$ cat config.mk
export PLATFORM = sky130hd
export DESIGN_NAME = pib_top
export DESIGN_NICKNAME = d
export VERILOG_FILES = /design/src/rtl/pib_pkg.sv /design/src/rtl/pib_flag_if.sv /design/src/rtl/pib_top.sv /design/src/rtl/pib_flag_bank.sv
export VERILOG_INCLUDE_DIRS = /design/src /design/src/rtl
export SDC_FILE = /design/constraint.sdc
export NUM_CORES = 1
export LEC_CHECK = 0
export BUFFER_PORTS_ARGS = -buffer_cell sky130_fd_sc_hd__buf_2
export CORE_MARGIN = 3
export CORE_UTILIZATION = 52
export CTS_CLUSTER_DIAMETER = 30
export DETAILED_ROUTE_END_ITERATION = 16
export GPL_TIMING_DRIVEN = 0
export PLACE_DENSITY = 0.85
export SETUP_SLACK_MARGIN = 0.5
export SLEW_MARGIN = 20
export SYNTH_ARGS = -nofsm -noshare
export SYNTH_HDL_FRONTEND = slang
export SYNTH_SLANG_ARGS = --single-unit
$ cat constraint.sdc
create_clock -name clk -period 2.9 [get_ports clk]
set_input_delay 0.29 -clock clk [delete_from_list [all_inputs] [get_ports clk]]
set_output_delay 0.29 -clock clk [all_outputs]
set_load 0.05 [all_outputs]
$ cat src/rtl/pib_params.svh
/*
 * Register offsets, field positions and reset values of the peripheral
 * interrupt bank.
 * Assumes it is included by bare name from files under rtl/.
 */
`ifndef PIB_PARAMS_SVH
`define PIB_PARAMS_SVH

// -----------------------------------------------------------------------
// Register byte offsets
// -----------------------------------------------------------------------
`define PIB_OFS_ENABLE     5'h00
`define PIB_OFS_FLAGS      5'h04
`define PIB_OFS_CORE       5'h08
`define PIB_OFS_IRQ_STAT   5'h0c
`define PIB_OFS_IRQ_MASK   5'h10

// -----------------------------------------------------------------------
// Field positions
// -----------------------------------------------------------------------
`define PIB_BIT_EEPROM     7
`define PIB_BIT_ADC        6
`define PIB_BIT_CAPCOMP    5
`define PIB_BIT_UNUSED     4
`define PIB_BIT_COMPARATOR 3
`define PIB_BIT_OSC_FAIL   2
`define PIB_BIT_TIMER_B    1
`define PIB_BIT_TIMER_A    0
`define PIB_CORE_GLOBAL    1
`define PIB_CORE_GROUP     0

// -----------------------------------------------------------------------
// Reset values and masks
// -----------------------------------------------------------------------
`define PIB_RESET_BYTE     8'h00
`define PIB_IMPL_MASK      8'hef
`define PIB_CORE_MASK      8'h03
`define PIB_STAT_MASK      8'h03

`endif

$ cat src/rtl/pib_pkg.sv
/*
 * Types shared by the peripheral interrupt bank modules.
 * Assumes nothing beyond a SystemVerilog compiler.
 */
package pib_pkg;

   typedef enum logic [1:0] {
      PIB_CC_OFF,
      PIB_CC_CAPTURE,
      PIB_CC_COMPARE,
      PIB_CC_PWM
   } pib_cc_mode_t;

   typedef logic [7:0] pib_byte_t;

endpackage : pib_pkg

$ cat src/rtl/pib_flag_if.sv
/*
 * Interface joining the register slave and the flag bank.
 * Assumes both ends run on the same clock.
 */
`timescale 1ns/1ps
interface pib_flag_if;
   logic [7:0] event_set;
   logic [7:0] clear_mask;
   logic [7:0] flags;

   modport bank (input event_set, input clear_mask, output flags);
   modport ctrl (output event_set, output clear_mask, input flags);
endinterface : pib_flag_if

$ cat src/rtl/pib_top.sv
/*
 * Peripheral interrupt bank with an AXI4-Lite register slave.
 * Assumes peripheral event inputs are single-cycle pulses or levels on clk,
 * except the comparator output which is an asynchronous pin.
 */
`timescale 1ns/1ps
`include "pib_params.svh"
module pib_top (
   // Clock and reset
   input  wire logic                 clk,
   input  wire logic                 reset,
   // AXI4-Lite write address
   input  wire logic [4:0]           s_axi_awaddr,
   input  wire logic                 s_axi_awvalid,
   output logic                      s_axi_awready,
   // AXI4-Lite write data
   input  wire logic [31:0]          s_axi_wdata,
   input  wire logic [3:0]           s_axi_wstrb,
   input  wire logic                 s_axi_wvalid,
   output logic                      s_axi_wready,
   // AXI4-Lite write response
   output logic [1:0]                s_axi_bresp,
   output logic                      s_axi_bvalid,
   input  wire logic                 s_axi_bready,
   // AXI4-Lite read address
   input  wire logic [4:0]           s_axi_araddr,
   input  wire logic                 s_axi_arvalid,
   output logic                      s_axi_arready,
   // AXI4-Lite read data
   output logic [31:0]               s_axi_rdata,
   output logic [1:0]                s_axi_rresp,
   output logic                      s_axi_rvalid,
   input  wire logic                 s_axi_rready,
   // Peripheral events
   input  wire logic                 eeprom_write_done,
   input  wire logic                 adc_done,
   input  wire logic                 capture_event,
   input  wire logic                 compare_event,
   input  wire pib_pkg::pib_cc_mode_t capcomp_mode,
   input  wire logic                 comparator_out,
   input  wire logic                 osc_failover,
   input  wire logic                 timer_b_match,
   input  wire logic                 timer_a_overflow,
   // Requests
   output logic                      peripheral_request,
   output logic                      core_irq,
   output logic                      irq
);

   // --------------------------------------------------------------------
   // Register state
   // --------------------------------------------------------------------
   logic [7:0] peripheral_irq_enable;
   logic       peripheral_group_enable;
   logic       global_irq_enable;
   logic [1:0] irq_status;
   logic [1:0] irq_mask;

   pib_flag_if flag_bus ();

   pib_flag_bank u_bank (
      .clk   (clk),
      .reset (reset),
      .fi    (flag_bus)
   );

   // --------------------------------------------------------------------
   // Comparator synchroniser and edge detect
   // --------------------------------------------------------------------
   logic       cmp_s1;
   logic       cmp_s2;
   logic       cmp_s3;
   logic       cmp_level;
   logic [1:0] cmp_warm;
   logic       cmp_ready;
   logic       cmp_agree;
   logic       cmp_change;

   always_ff @(posedge clk or posedge reset) begin
      if (reset) begin
         cmp_s1 <= 1'b0;
         cmp_s2 <= 1'b0;
         cmp_s3 <= 1'b0;
      end else begin
         cmp_s1 <= comparator_out;
         cmp_s2 <= cmp_s1;
         cmp_s3 <= cmp_s2;
      end
   end

   // A change counts once the second and third stages agree on a level other
   // than the accepted one, so a one-cycle glitch on the pin is filtered out.
   assign cmp_ready  = cmp_warm == 2'h3;
   assign cmp_agree  = cmp_s2 == cmp_s3;
   assign cmp_change = cmp_ready && cmp_agree && (cmp_s3 != cmp_level);

   // Until the pin's own level has reached the last stage, the accepted level
   // follows silently, so a pin that idles high after reset is no false change.
   always_ff @(posedge clk or posedge reset) begin
      if (reset) begin
         cmp_warm  <= 2'h0;
         cmp_level <= 1'b0;
      end else if (!cmp_ready) begin
         cmp_warm  <= cmp_warm + 2'h1;
         cmp_level <= cmp_s2;
      end else if (cmp_agree) begin
         cmp_level <= cmp_s3;
      end
   end

   // --------------------------------------------------------------------
   // Event collection
   // --------------------------------------------------------------------
   wire cc_capture = (capcomp_mode == pib_pkg::PIB_CC_CAPTURE) && capture_event;
   wire cc_compare = (capcomp_mode == pib_pkg::PIB_CC_COMPARE) && compare_event;
   wire [7:0] events;

   assign events[`PIB_BIT_EEPROM]     = eeprom_write_done;
   assign events[`PIB_BIT_ADC]        = adc_done;
   assign events[`PIB_BIT_CAPCOMP]    = cc_capture | cc_compare;
   assign events[`PIB_BIT_UNUSED]     = 1'b0;
   assign events[`PIB_BIT_COMPARATOR] = cmp_change;
   assign events[`PIB_BIT_OSC_FAIL]   = osc_failover;
   assign events[`PIB_BIT_TIMER_B]    = timer_b_match;
   assign events[`PIB_BIT_TIMER_A]    = timer_a_overflow;

   assign flag_bus.event_set = events;

   // --------------------------------------------------------------------
   // AXI4-Lite write path
   // --------------------------------------------------------------------
   logic [4:0]  aw_addr;
   logic        aw_held;
   logic [31:0] w_data;
   logic [3:0]  w_strb;
   logic        w_held;

   wire wr_go    = aw_held && w_held && !s_axi_bvalid;
   wire wr_lane0 = wr_go && w_strb[0];
   wire sel_en   = aw_addr == 5'(`PIB_OFS_ENABLE);
   wire sel_fl   = aw_addr == 5'(`PIB_OFS_FLAGS);
   wire sel_co   = aw_addr == 5'(`PIB_OFS_CORE);
   wire sel_st   = aw_addr == 5'(`PIB_OFS_IRQ_STAT);
   wire sel_mk   = aw_addr == 5'(`PIB_OFS_IRQ_MASK);
   wire wr_known = sel_en | sel_fl | sel_co | sel_st | sel_mk;

   // Writing zero to a flag clears it; ones are ignored.
   assign flag_bus.clear_mask = (wr_lane0 && sel_fl) ? ~w_data[7:0] : 8'h00;

   always_ff @(posedge clk or posedge reset) begin
      if (reset) begin
         aw_held <= 1'b0;
         aw_addr <= 5'h00;
      end else if (s_axi_awvalid && s_axi_awready) begin
         aw_held <= 1'b1;
         aw_addr <= s_axi_awaddr;
      end else if (wr_go) begin
         aw_held <= 1'b0;
      end
   end

   always_ff @(posedge clk or posedge reset) begin
      if (reset) begin
         w_held <= 1'b0;
         w_data <= 32'h0000_0000;
         w_strb <= 4'h0;
      end else if (s_axi_wvalid && s_axi_wready) begin
         w_held <= 1'b1;
         w_data <= s_axi_wdata;
         w_strb <= s_axi_wstrb;
      end else if (wr_go) begin
         w_held <= 1'b0;
      end
   end

   always_ff @(posedge clk or posedge reset) begin
      if (reset) begin
         s_axi_awready <= 1'b0;
         s_axi_wready  <= 1'b0;
      end else begin
         s_axi_awready <= !aw_held && !s_axi_awready && !s_axi_bvalid;
         s_axi_wready  <= !w_held && !s_axi_wready && !s_axi_bvalid;
      end
   end

   always_ff @(posedge clk or posedge reset) begin
      if (reset) begin
         s_axi_bvalid <= 1'b0;
         s_axi_bresp  <= 2'h0;
      end else if (wr_go) begin
         s_axi_bvalid <= 1'b1;
         s_axi_bresp  <= wr_known ? 2'h0 : 2'h2;
      end else if (s_axi_bready) begin
         s_axi_bvalid <= 1'b0;
      end
   end

   // --------------------------------------------------------------------
   // Control registers
   // --------------------------------------------------------------------
   always_ff @(posedge clk or posedge reset) begin
      if (reset) begin
         peripheral_irq_enable <= `PIB_RESET_BYTE;
      end else if (wr_lane0 && sel_en) begin
         peripheral_irq_enable <= w_data[7:0] & `PIB_IMPL_MASK;
      end
   end

   always_ff @(posedge clk or posedge reset) begin
      if (reset) begin
         peripheral_group_enable <= 1'b0;
         global_irq_enable       <= 1'b0;
         irq_mask                <= 2'h0;
      end else if (wr_lane0 && sel_co) begin
         peripheral_group_enable <= w_data[`PIB_CORE_GROUP];
         global_irq_enable       <= w_data[`PIB_CORE_GLOBAL];
      end else if (wr_lane0 && sel_mk) begin
         irq_mask <= w_data[1:0];
      end
   end

   // --------------------------------------------------------------------
   // Requests and bus-side interrupt
   // --------------------------------------------------------------------
   wire       next_peripheral_request = |(flag_bus.flags & peripheral_irq_enable);
   wire       next_core_irq = global_irq_enable && peripheral_group_enable
                              && next_peripheral_request;
   wire [1:0] stat_events = {next_core_irq & ~core_irq,
                             next_peripheral_request & ~peripheral_request};
   wire [1:0] stat_clear  = (wr_lane0 && sel_st) ? w_data[1:0] : 2'h0;

   always_ff @(posedge clk or posedge reset) begin
      if (reset) begin
         peripheral_request <= 1'b0;
         core_irq           <= 1'b0;
         irq_status         <= 2'h0;
         irq                <= 1'b0;
      end else begin
         peripheral_request <= next_peripheral_request;
         core_irq           <= next_core_irq;
         irq_status         <= (irq_status & ~stat_clear) | stat_events;
         irq                <= |(irq_status & irq_mask);
      end
   end

   // --------------------------------------------------------------------
   // AXI4-Lite read path
   // --------------------------------------------------------------------
   wire [4:0] rd_addr = s_axi_araddr;
   wire [7:0] rd_byte =
      (rd_addr == 5'(`PIB_OFS_ENABLE))   ? peripheral_irq_enable :
      (rd_addr == 5'(`PIB_OFS_FLAGS))    ? flag_bus.flags :
      (rd_addr == 5'(`PIB_OFS_CORE))     ? {6'h00, global_irq_enable,
                                             peripheral_group_enable} :
      (rd_addr == 5'(`PIB_OFS_IRQ_STAT)) ? {6'h00, irq_status} :
      (rd_addr == 5'(`PIB_OFS_IRQ_MASK)) ? {6'h00, irq_mask} : 8'h00;
   wire rd_known = (rd_addr == 5'(`PIB_OFS_ENABLE)) | (rd_addr == 5'(`PIB_OFS_FLAGS))
                 | (rd_addr == 5'(`PIB_OFS_CORE)) | (rd_addr == 5'(`PIB_OFS_IRQ_STAT))
                 | (rd_addr == 5'(`PIB_OFS_IRQ_MASK));

   always_ff @(posedge clk or posedge reset) begin
      if (reset) begin
         s_axi_arready <= 1'b0;
      end else begin
         s_axi_arready <= s_axi_arvalid && !s_axi_arready && !s_axi_rvalid;
      end
   end

   always_ff @(posedge clk or posedge reset) begin
      if (reset) begin
         s_axi_rvalid <= 1'b0;
         s_axi_rdata  <= 32'h0000_0000;
         s_axi_rresp  <= 2'h0;
      end else if (s_axi_arvalid && s_axi_arready) begin
         s_axi_rvalid <= 1'b1;
         s_axi_rdata  <= {24'h00_0000, rd_byte};
         s_axi_rresp  <= rd_known ? 2'h0 : 2'h2;
      end else if (s_axi_rready) begin
         s_axi_rvalid <= 1'b0;
      end
   end

   // --------------------------------------------------------------------
   // Checks
   // --------------------------------------------------------------------
   group_gate_a: assert property (@(posedge clk) disable iff (reset)
      !peripheral_group_enable |=> !core_irq)
      else $error("core request without group enable");
   global_gate_a: assert property (@(posedge clk) disable iff (reset)
      !global_irq_enable |=> !core_irq)
      else $error("core request without global enable");
   request_or_a: assert property (@(posedge clk) disable iff (reset)
      peripheral_request == $past(|(flag_bus.flags & peripheral_irq_enable)))
      else $error("request not the masked flag OR");
   enable_bit4_a: assert property (@(posedge clk) disable iff (reset)
      peripheral_irq_enable[`PIB_BIT_UNUSED] == 1'b0)
      else $error("enable bit four set");
   flag_set_a: assert property (@(posedge clk) disable iff (reset)
      timer_a_overflow |=> flag_bus.flags[`PIB_BIT_TIMER_A])
      else $error("timer A event lost");
   adc_set_a: assert property (@(posedge clk) disable iff (reset)
      adc_done |=> flag_bus.flags[`PIB_BIT_ADC])
      else $error("adc event lost");
   pwm_quiet_a: assert property (@(posedge clk) disable iff (reset)
      (capcomp_mode == pib_pkg::PIB_CC_PWM) |-> !events[`PIB_BIT_CAPCOMP])
      else $error("capture/compare event in pwm mode");
   cmp_flag_a: assert property (@(posedge clk) disable iff (reset)
      cmp_change |=> flag_bus.flags[`PIB_BIT_COMPARATOR])
      else $error("comparator change lost");
   osc_set_a: assert property (@(posedge clk) disable iff (reset)
      osc_failover |=> flag_bus.flags[`PIB_BIT_OSC_FAIL])
      else $error("oscillator fail lost");
   tb_set_a: assert property (@(posedge clk) disable iff (reset)
      timer_b_match |=> flag_bus.flags[`PIB_BIT_TIMER_B])
      else $error("timer B match lost");
   irq_level_a: assert property (@(posedge clk) disable iff (reset)
      irq == $past(|(irq_status & irq_mask)))
      else $error("interrupt not the masked status OR");
   stat_rise_a: assert property (@(posedge clk) disable iff (reset)
      $rose(peripheral_request) |-> irq_status[0])
      else $error("request rise not recorded");
   bresp_hold_a: assert property (@(posedge clk) disable iff (reset)
      (s_axi_bvalid && !s_axi_bready) |=> s_axi_bvalid)
      else $error("write response dropped early");
   rdata_hold_a: assert property (@(posedge clk) disable iff (reset)
      (s_axi_rvalid && !s_axi_rready) |=> (s_axi_rvalid && $stable(s_axi_rdata)))
      else $error("read data dropped early");
   write_busy_a: assert property (@(posedge clk) disable iff (reset)
      s_axi_bvalid |-> (!s_axi_awready && !s_axi_wready))
      else $error("write taken during response");

   write_seen_c: cover property (@(posedge clk) disable iff (reset) wr_go && sel_en);
   clear_seen_c: cover property (@(posedge clk) disable iff (reset)
      flag_bus.clear_mask != 8'h00);
   core_irq_c:   cover property (@(posedge clk) disable iff (reset) $rose(core_irq));
   cmp_event_c:  cover property (@(posedge clk) disable iff (reset) cmp_change);
   irq_rise_c:   cover property (@(posedge clk) disable iff (reset) $rose(irq));

endmodule : pib_top

$ cat src/rtl/pib_flag_bank.sv
/*
 * Sticky flag bank: hardware sets flags, software clears them.
 * Assumes event_set and clear_mask are synchronous to clk.
 */
`timescale 1ns/1ps
`include "pib_params.svh"
module pib_flag_bank (
   // Clock and reset
   input wire logic   clk,
   input wire logic   reset,
   // Flag traffic
   pib_flag_if.bank   fi
);

   logic [7:0] flag_q;
   logic [7:0] next_flag;

   // Set wins over a clear arriving in the same cycle; bit 4 never holds.
   assign next_flag = ((flag_q & ~fi.clear_mask) | fi.event_set)
                      & `PIB_IMPL_MASK;

   always_ff @(posedge clk or posedge reset) begin
      if (reset) begin
         flag_q <= `PIB_RESET_BYTE;
      end else begin
         flag_q <= next_flag;
      end
   end

   assign fi.flags = flag_q;

   sticky_hold_a: assert property (@(posedge clk) disable iff (reset)
      (flag_q[0] && !fi.clear_mask[0]) |=> flag_q[0])
      else $error("flag dropped without clear");
   unused_zero_a: assert property (@(posedge clk) disable iff (reset)
      flag_q[`PIB_BIT_UNUSED] == 1'b0)
      else $error("unimplemented flag bit set");

endmodule : pib_flag_bank

==> reports/metrics.cfg <==
[logic_synthesis]
yosysTopAreaCell = dfrtp_1
ys_seq_elements = 58
syn_area_per_cell_um2 = 12.0
synth-edff-count = 0
yosysUniqueCellTypes = 42
synth_area_leaders = dfrtp_1 (55%), buf_4 (7.6%), mux2_2 (7.6%)
synth_top_area_share_pct = 54.5
syn_area_mm2 = 0.00266
postSynthCellCount = 222
async_flop_share_pct = 100
yosysSeqAreaShare_pct = 54.5
synth_ff_type = dfrtp_1
yosys_warnings = 0

[timing]
setup_viol = 0
finalMaxSlewViolations = 0
post-route-min-period_ns = 1.84
finalSetupTns_ns = 0
rsz0062_at_grt = false
skew_ns = 0.00670
max_slew_margin_pct = 53.7
finalWorstSetupSlack_ns = 1.06
period_share_pct = 63.3
holdWs_ns = 0.0659
worst_slew_pin_slew_ns = 0.695
hold_viol = 0
fmax_ghz = 0.545

[setup_path]
start_kind = register
r2r_slack_ns = 1.06
arrival_ns = 2.05
crit_family = simple AND/OR/NAND/NOR gates
crit_fanout = 7
worst-setup-path-type = reg -> reg
worstPathCellList = and3b_2, nand3_4, or4_4, buf_6, mux2_4
setup.worst_path.end_class = register
worstPathRequired_ns = 3.11
crit_slowest_cell = dfrtp_1
cp_slowest_stage_delay_ns = 0.42
crit_buf_inv = 1

[global_route]
grt_pass1_wl_um = 8370
grt_pass1_vias = 1776
grtUsageTotal_pct = 18.3
grt_overflow_total = 0
grt_max_degree = 59
antenna_found_initial = 0

[placement]
placement.io_buffers = 51
dpl_cell_area_mm2 = 0.00310
dp_slack_ns = 1.07
dp.cells = 366
gp_congestion = 0.724
hpwl_um = 3660

[floorplan]
die_w_um = 77.5
num_rows = 25
io_pins = 107
initial_core_util_pct = 54.9
chipHeight_um = 77.5
core_mm2 = 0.00485
die_area_mm2 = 0.00601

[clock_tree]
cts.sinks = 58
htreeDepth = 3
cts_max_path_buffers = 2
clkTransAtPathRegs_ns = 0.06
postCtsSetupBuffers = 0
cts_hold_buf = 0
clock_latency_ns = 0.33
cts-root-buf = clkbuf_8
cts_resized = 0
tritoncts = yes
cts_buffers = 9

[power_and_ir_drop]
comb_power_share_pct = 30.0
clock_power_share_pct = 25.6
leakage_nw = 1.67
peakVddDrop_v = 0.000624
p_per_area_mw_per_mm2 = 863
internal_power_mw = 1.83
switching_share_pct = 35.7
power_switching_mw = 1.02
p_seq_share_pct = 44.4

[detailed_routing]
post-route-drc-count = 0
vias = 1845
vias_per_cell = 4.86
avgRoutedWirePerCell_um = 13.1
drt_iter0_markers = 86
ant_nets = 0
first_pass_iters = 4
drt-total-wl_um = 4990

[layout]
final.fill_count = 390
area_delta_synth_final_pct = 23.7
drive_gt1_share_pct = 39.0
antenna_cells = 0
design_area_mm2 = 0.00329
fin_cells = 380
nets = 374

[run]
drv_cap = 0

[status]
status = finished clean

[min_path]
hold_class = in -> reg

[worst paths after layout]
| check | from | endpoint | depth (start not counted) |
|---|---|---|---|
| worst min register to register | cmp_s1$_DFF_PP0_ | cmp_s2$_DFF_PP0_ | 0 |
| min in group asynchronous | reset | cmp_s2$_DFF_PP0_ | 2 |
| worst max register to register | s_axi_bvalid$_DFFE_PP0P_ | peripheral_irq_enable[0]$_DFFE_PP0P_ | 5 |
| max in group asynchronous | reset | core_irq$_DFF_PP0_ | 2 |
| worst max-delay path | s_axi_bvalid$_DFFE_PP0P_ | peripheral_irq_enable[0]$_DFFE_PP0P_ | 5 |
| worst min-delay path | comparator_out | cmp_s1$_DFF_PP0_ | 1 |
[final cells by class]
| class | instances | area [um^2] | area share, % |
|---|---|---|---|
| multi-input combinational | 151 | 1050 | 32.0 |
| clock buffer | 11 | 151 | 4.60 |
| buffer | 31 | 225 | 6.84 |
| inverter | 8 | 32.5 | 0.988 |
| timing repair buffer | 51 | 255 | 7.75 |
| sequential | 58 | 1450 | 44.1 |
| clock inverter | 3 | 40.0 | 1.22 |
| tap | 67 | 83.8 | 2.55 |
[synthesized netlist by cell type (2+ instances only)]
library cell and n:
a21oi_1 7, nor3b_1 3, mux2i_1 5, o31ai_1 5, buf_4 27, or4b_1 2, a211oi_1 2, dfrtp_1 58
nand3_1 2, clkbuf_1 2, inv_1 8, nand2_1 11, nor2_1 7, mux2_4 7, a22oi_1 2, nor4_1 2
a21o_1 2, a32o_1 2, o21ai_0 17, mux2_2 18, nand2b_1 9, o311ai_0 2, nor3_1 2, nand4b_1 2
[metal layers]
metal / GRT usage, % / vias up / share of wire [%]
li1: - / 918 / -
met1: 23.6 / 839 / 46
met2: 26.1 / 81 / 43
met3: 7.77 / 7 / 9.2
met4: 9.61 / 0 / 1.9
met5: 0 / - / 0
[cell families (layout without fill, tap and decap cells)]
logic type	count (synthesis)	count (layout)	synth area share [%]
AND/OR/NAND/NOR	49	49	11.2
XOR/XNOR	1	1	0.329
AO/OA/AOI/OAI	43	43	10.2
adder cells (fa/ha/maj)	1	1	0.470
flip-flops	58	58	54.5
buffers and inverters	39	104	9.59
other	1	27	0.141
multiplexers	30	30	13.4
[metrics by stage]
step           power (mW)  util, %
2_1_floorplan        1.91        -
3_3_place_gp         2.08     63.9
3_5_place_dp         2.13     63.9
4_1_cts              2.87     67.9
5_1_grt              3.00     67.9
6_report             2.84     67.9
[worst reg2reg max path, stage by stage (launching register included)]
cell     delay, ns
dfrtp_1       0.42
and3b_2       0.33
nand3_4       0.10
or4_4         0.42
buf_6         0.16
mux2_4        0.29
[power groups by stage]
| stage | combinational [mW] | clock, mW | sequential, mW |
|---|---|---|---|
| global placement | 0.829 | 0 | 1.26 |
| CTS | 0.857 | 0.748 | 1.26 |
| finish | 0.851 | 0.729 | 1.26 |
| global route | 0.923 | 0.784 | 1.30 |
| floorplan | 0.512 | 0 | 1.39 |
| detailed placement | 0.852 | 0 | 1.28 |
[cell usage in the layout (no fill, tap or decap), types with 3 or more instances in the layout]
cell	instances
o21ai_0	17
mux2_2	18
a21oi_1	7
nand2_1	11
dfrtp_1	58
nor2_1	7
inv_1	7
nor3b_1	3
o31ai_1	5
mux2_4	7
nand2b_1	9
mux2i_1	5
clkbuf_8	11
conb_1	27
buf_4	27
buf_2	51
[flip-flops by register name, indices dropped and copies added, names as in the netlist, 2 cells and up]
name / cells
s_axi_rdata: 7
cmp_warm: 2
peripheral_irq_enable: 7
irq_mask: 2
w_data: 7
u_bank.fi.flags: 7
aw_addr: 5
irq_status: 2
Note: power is estimated with default switching activity, not from simulation.
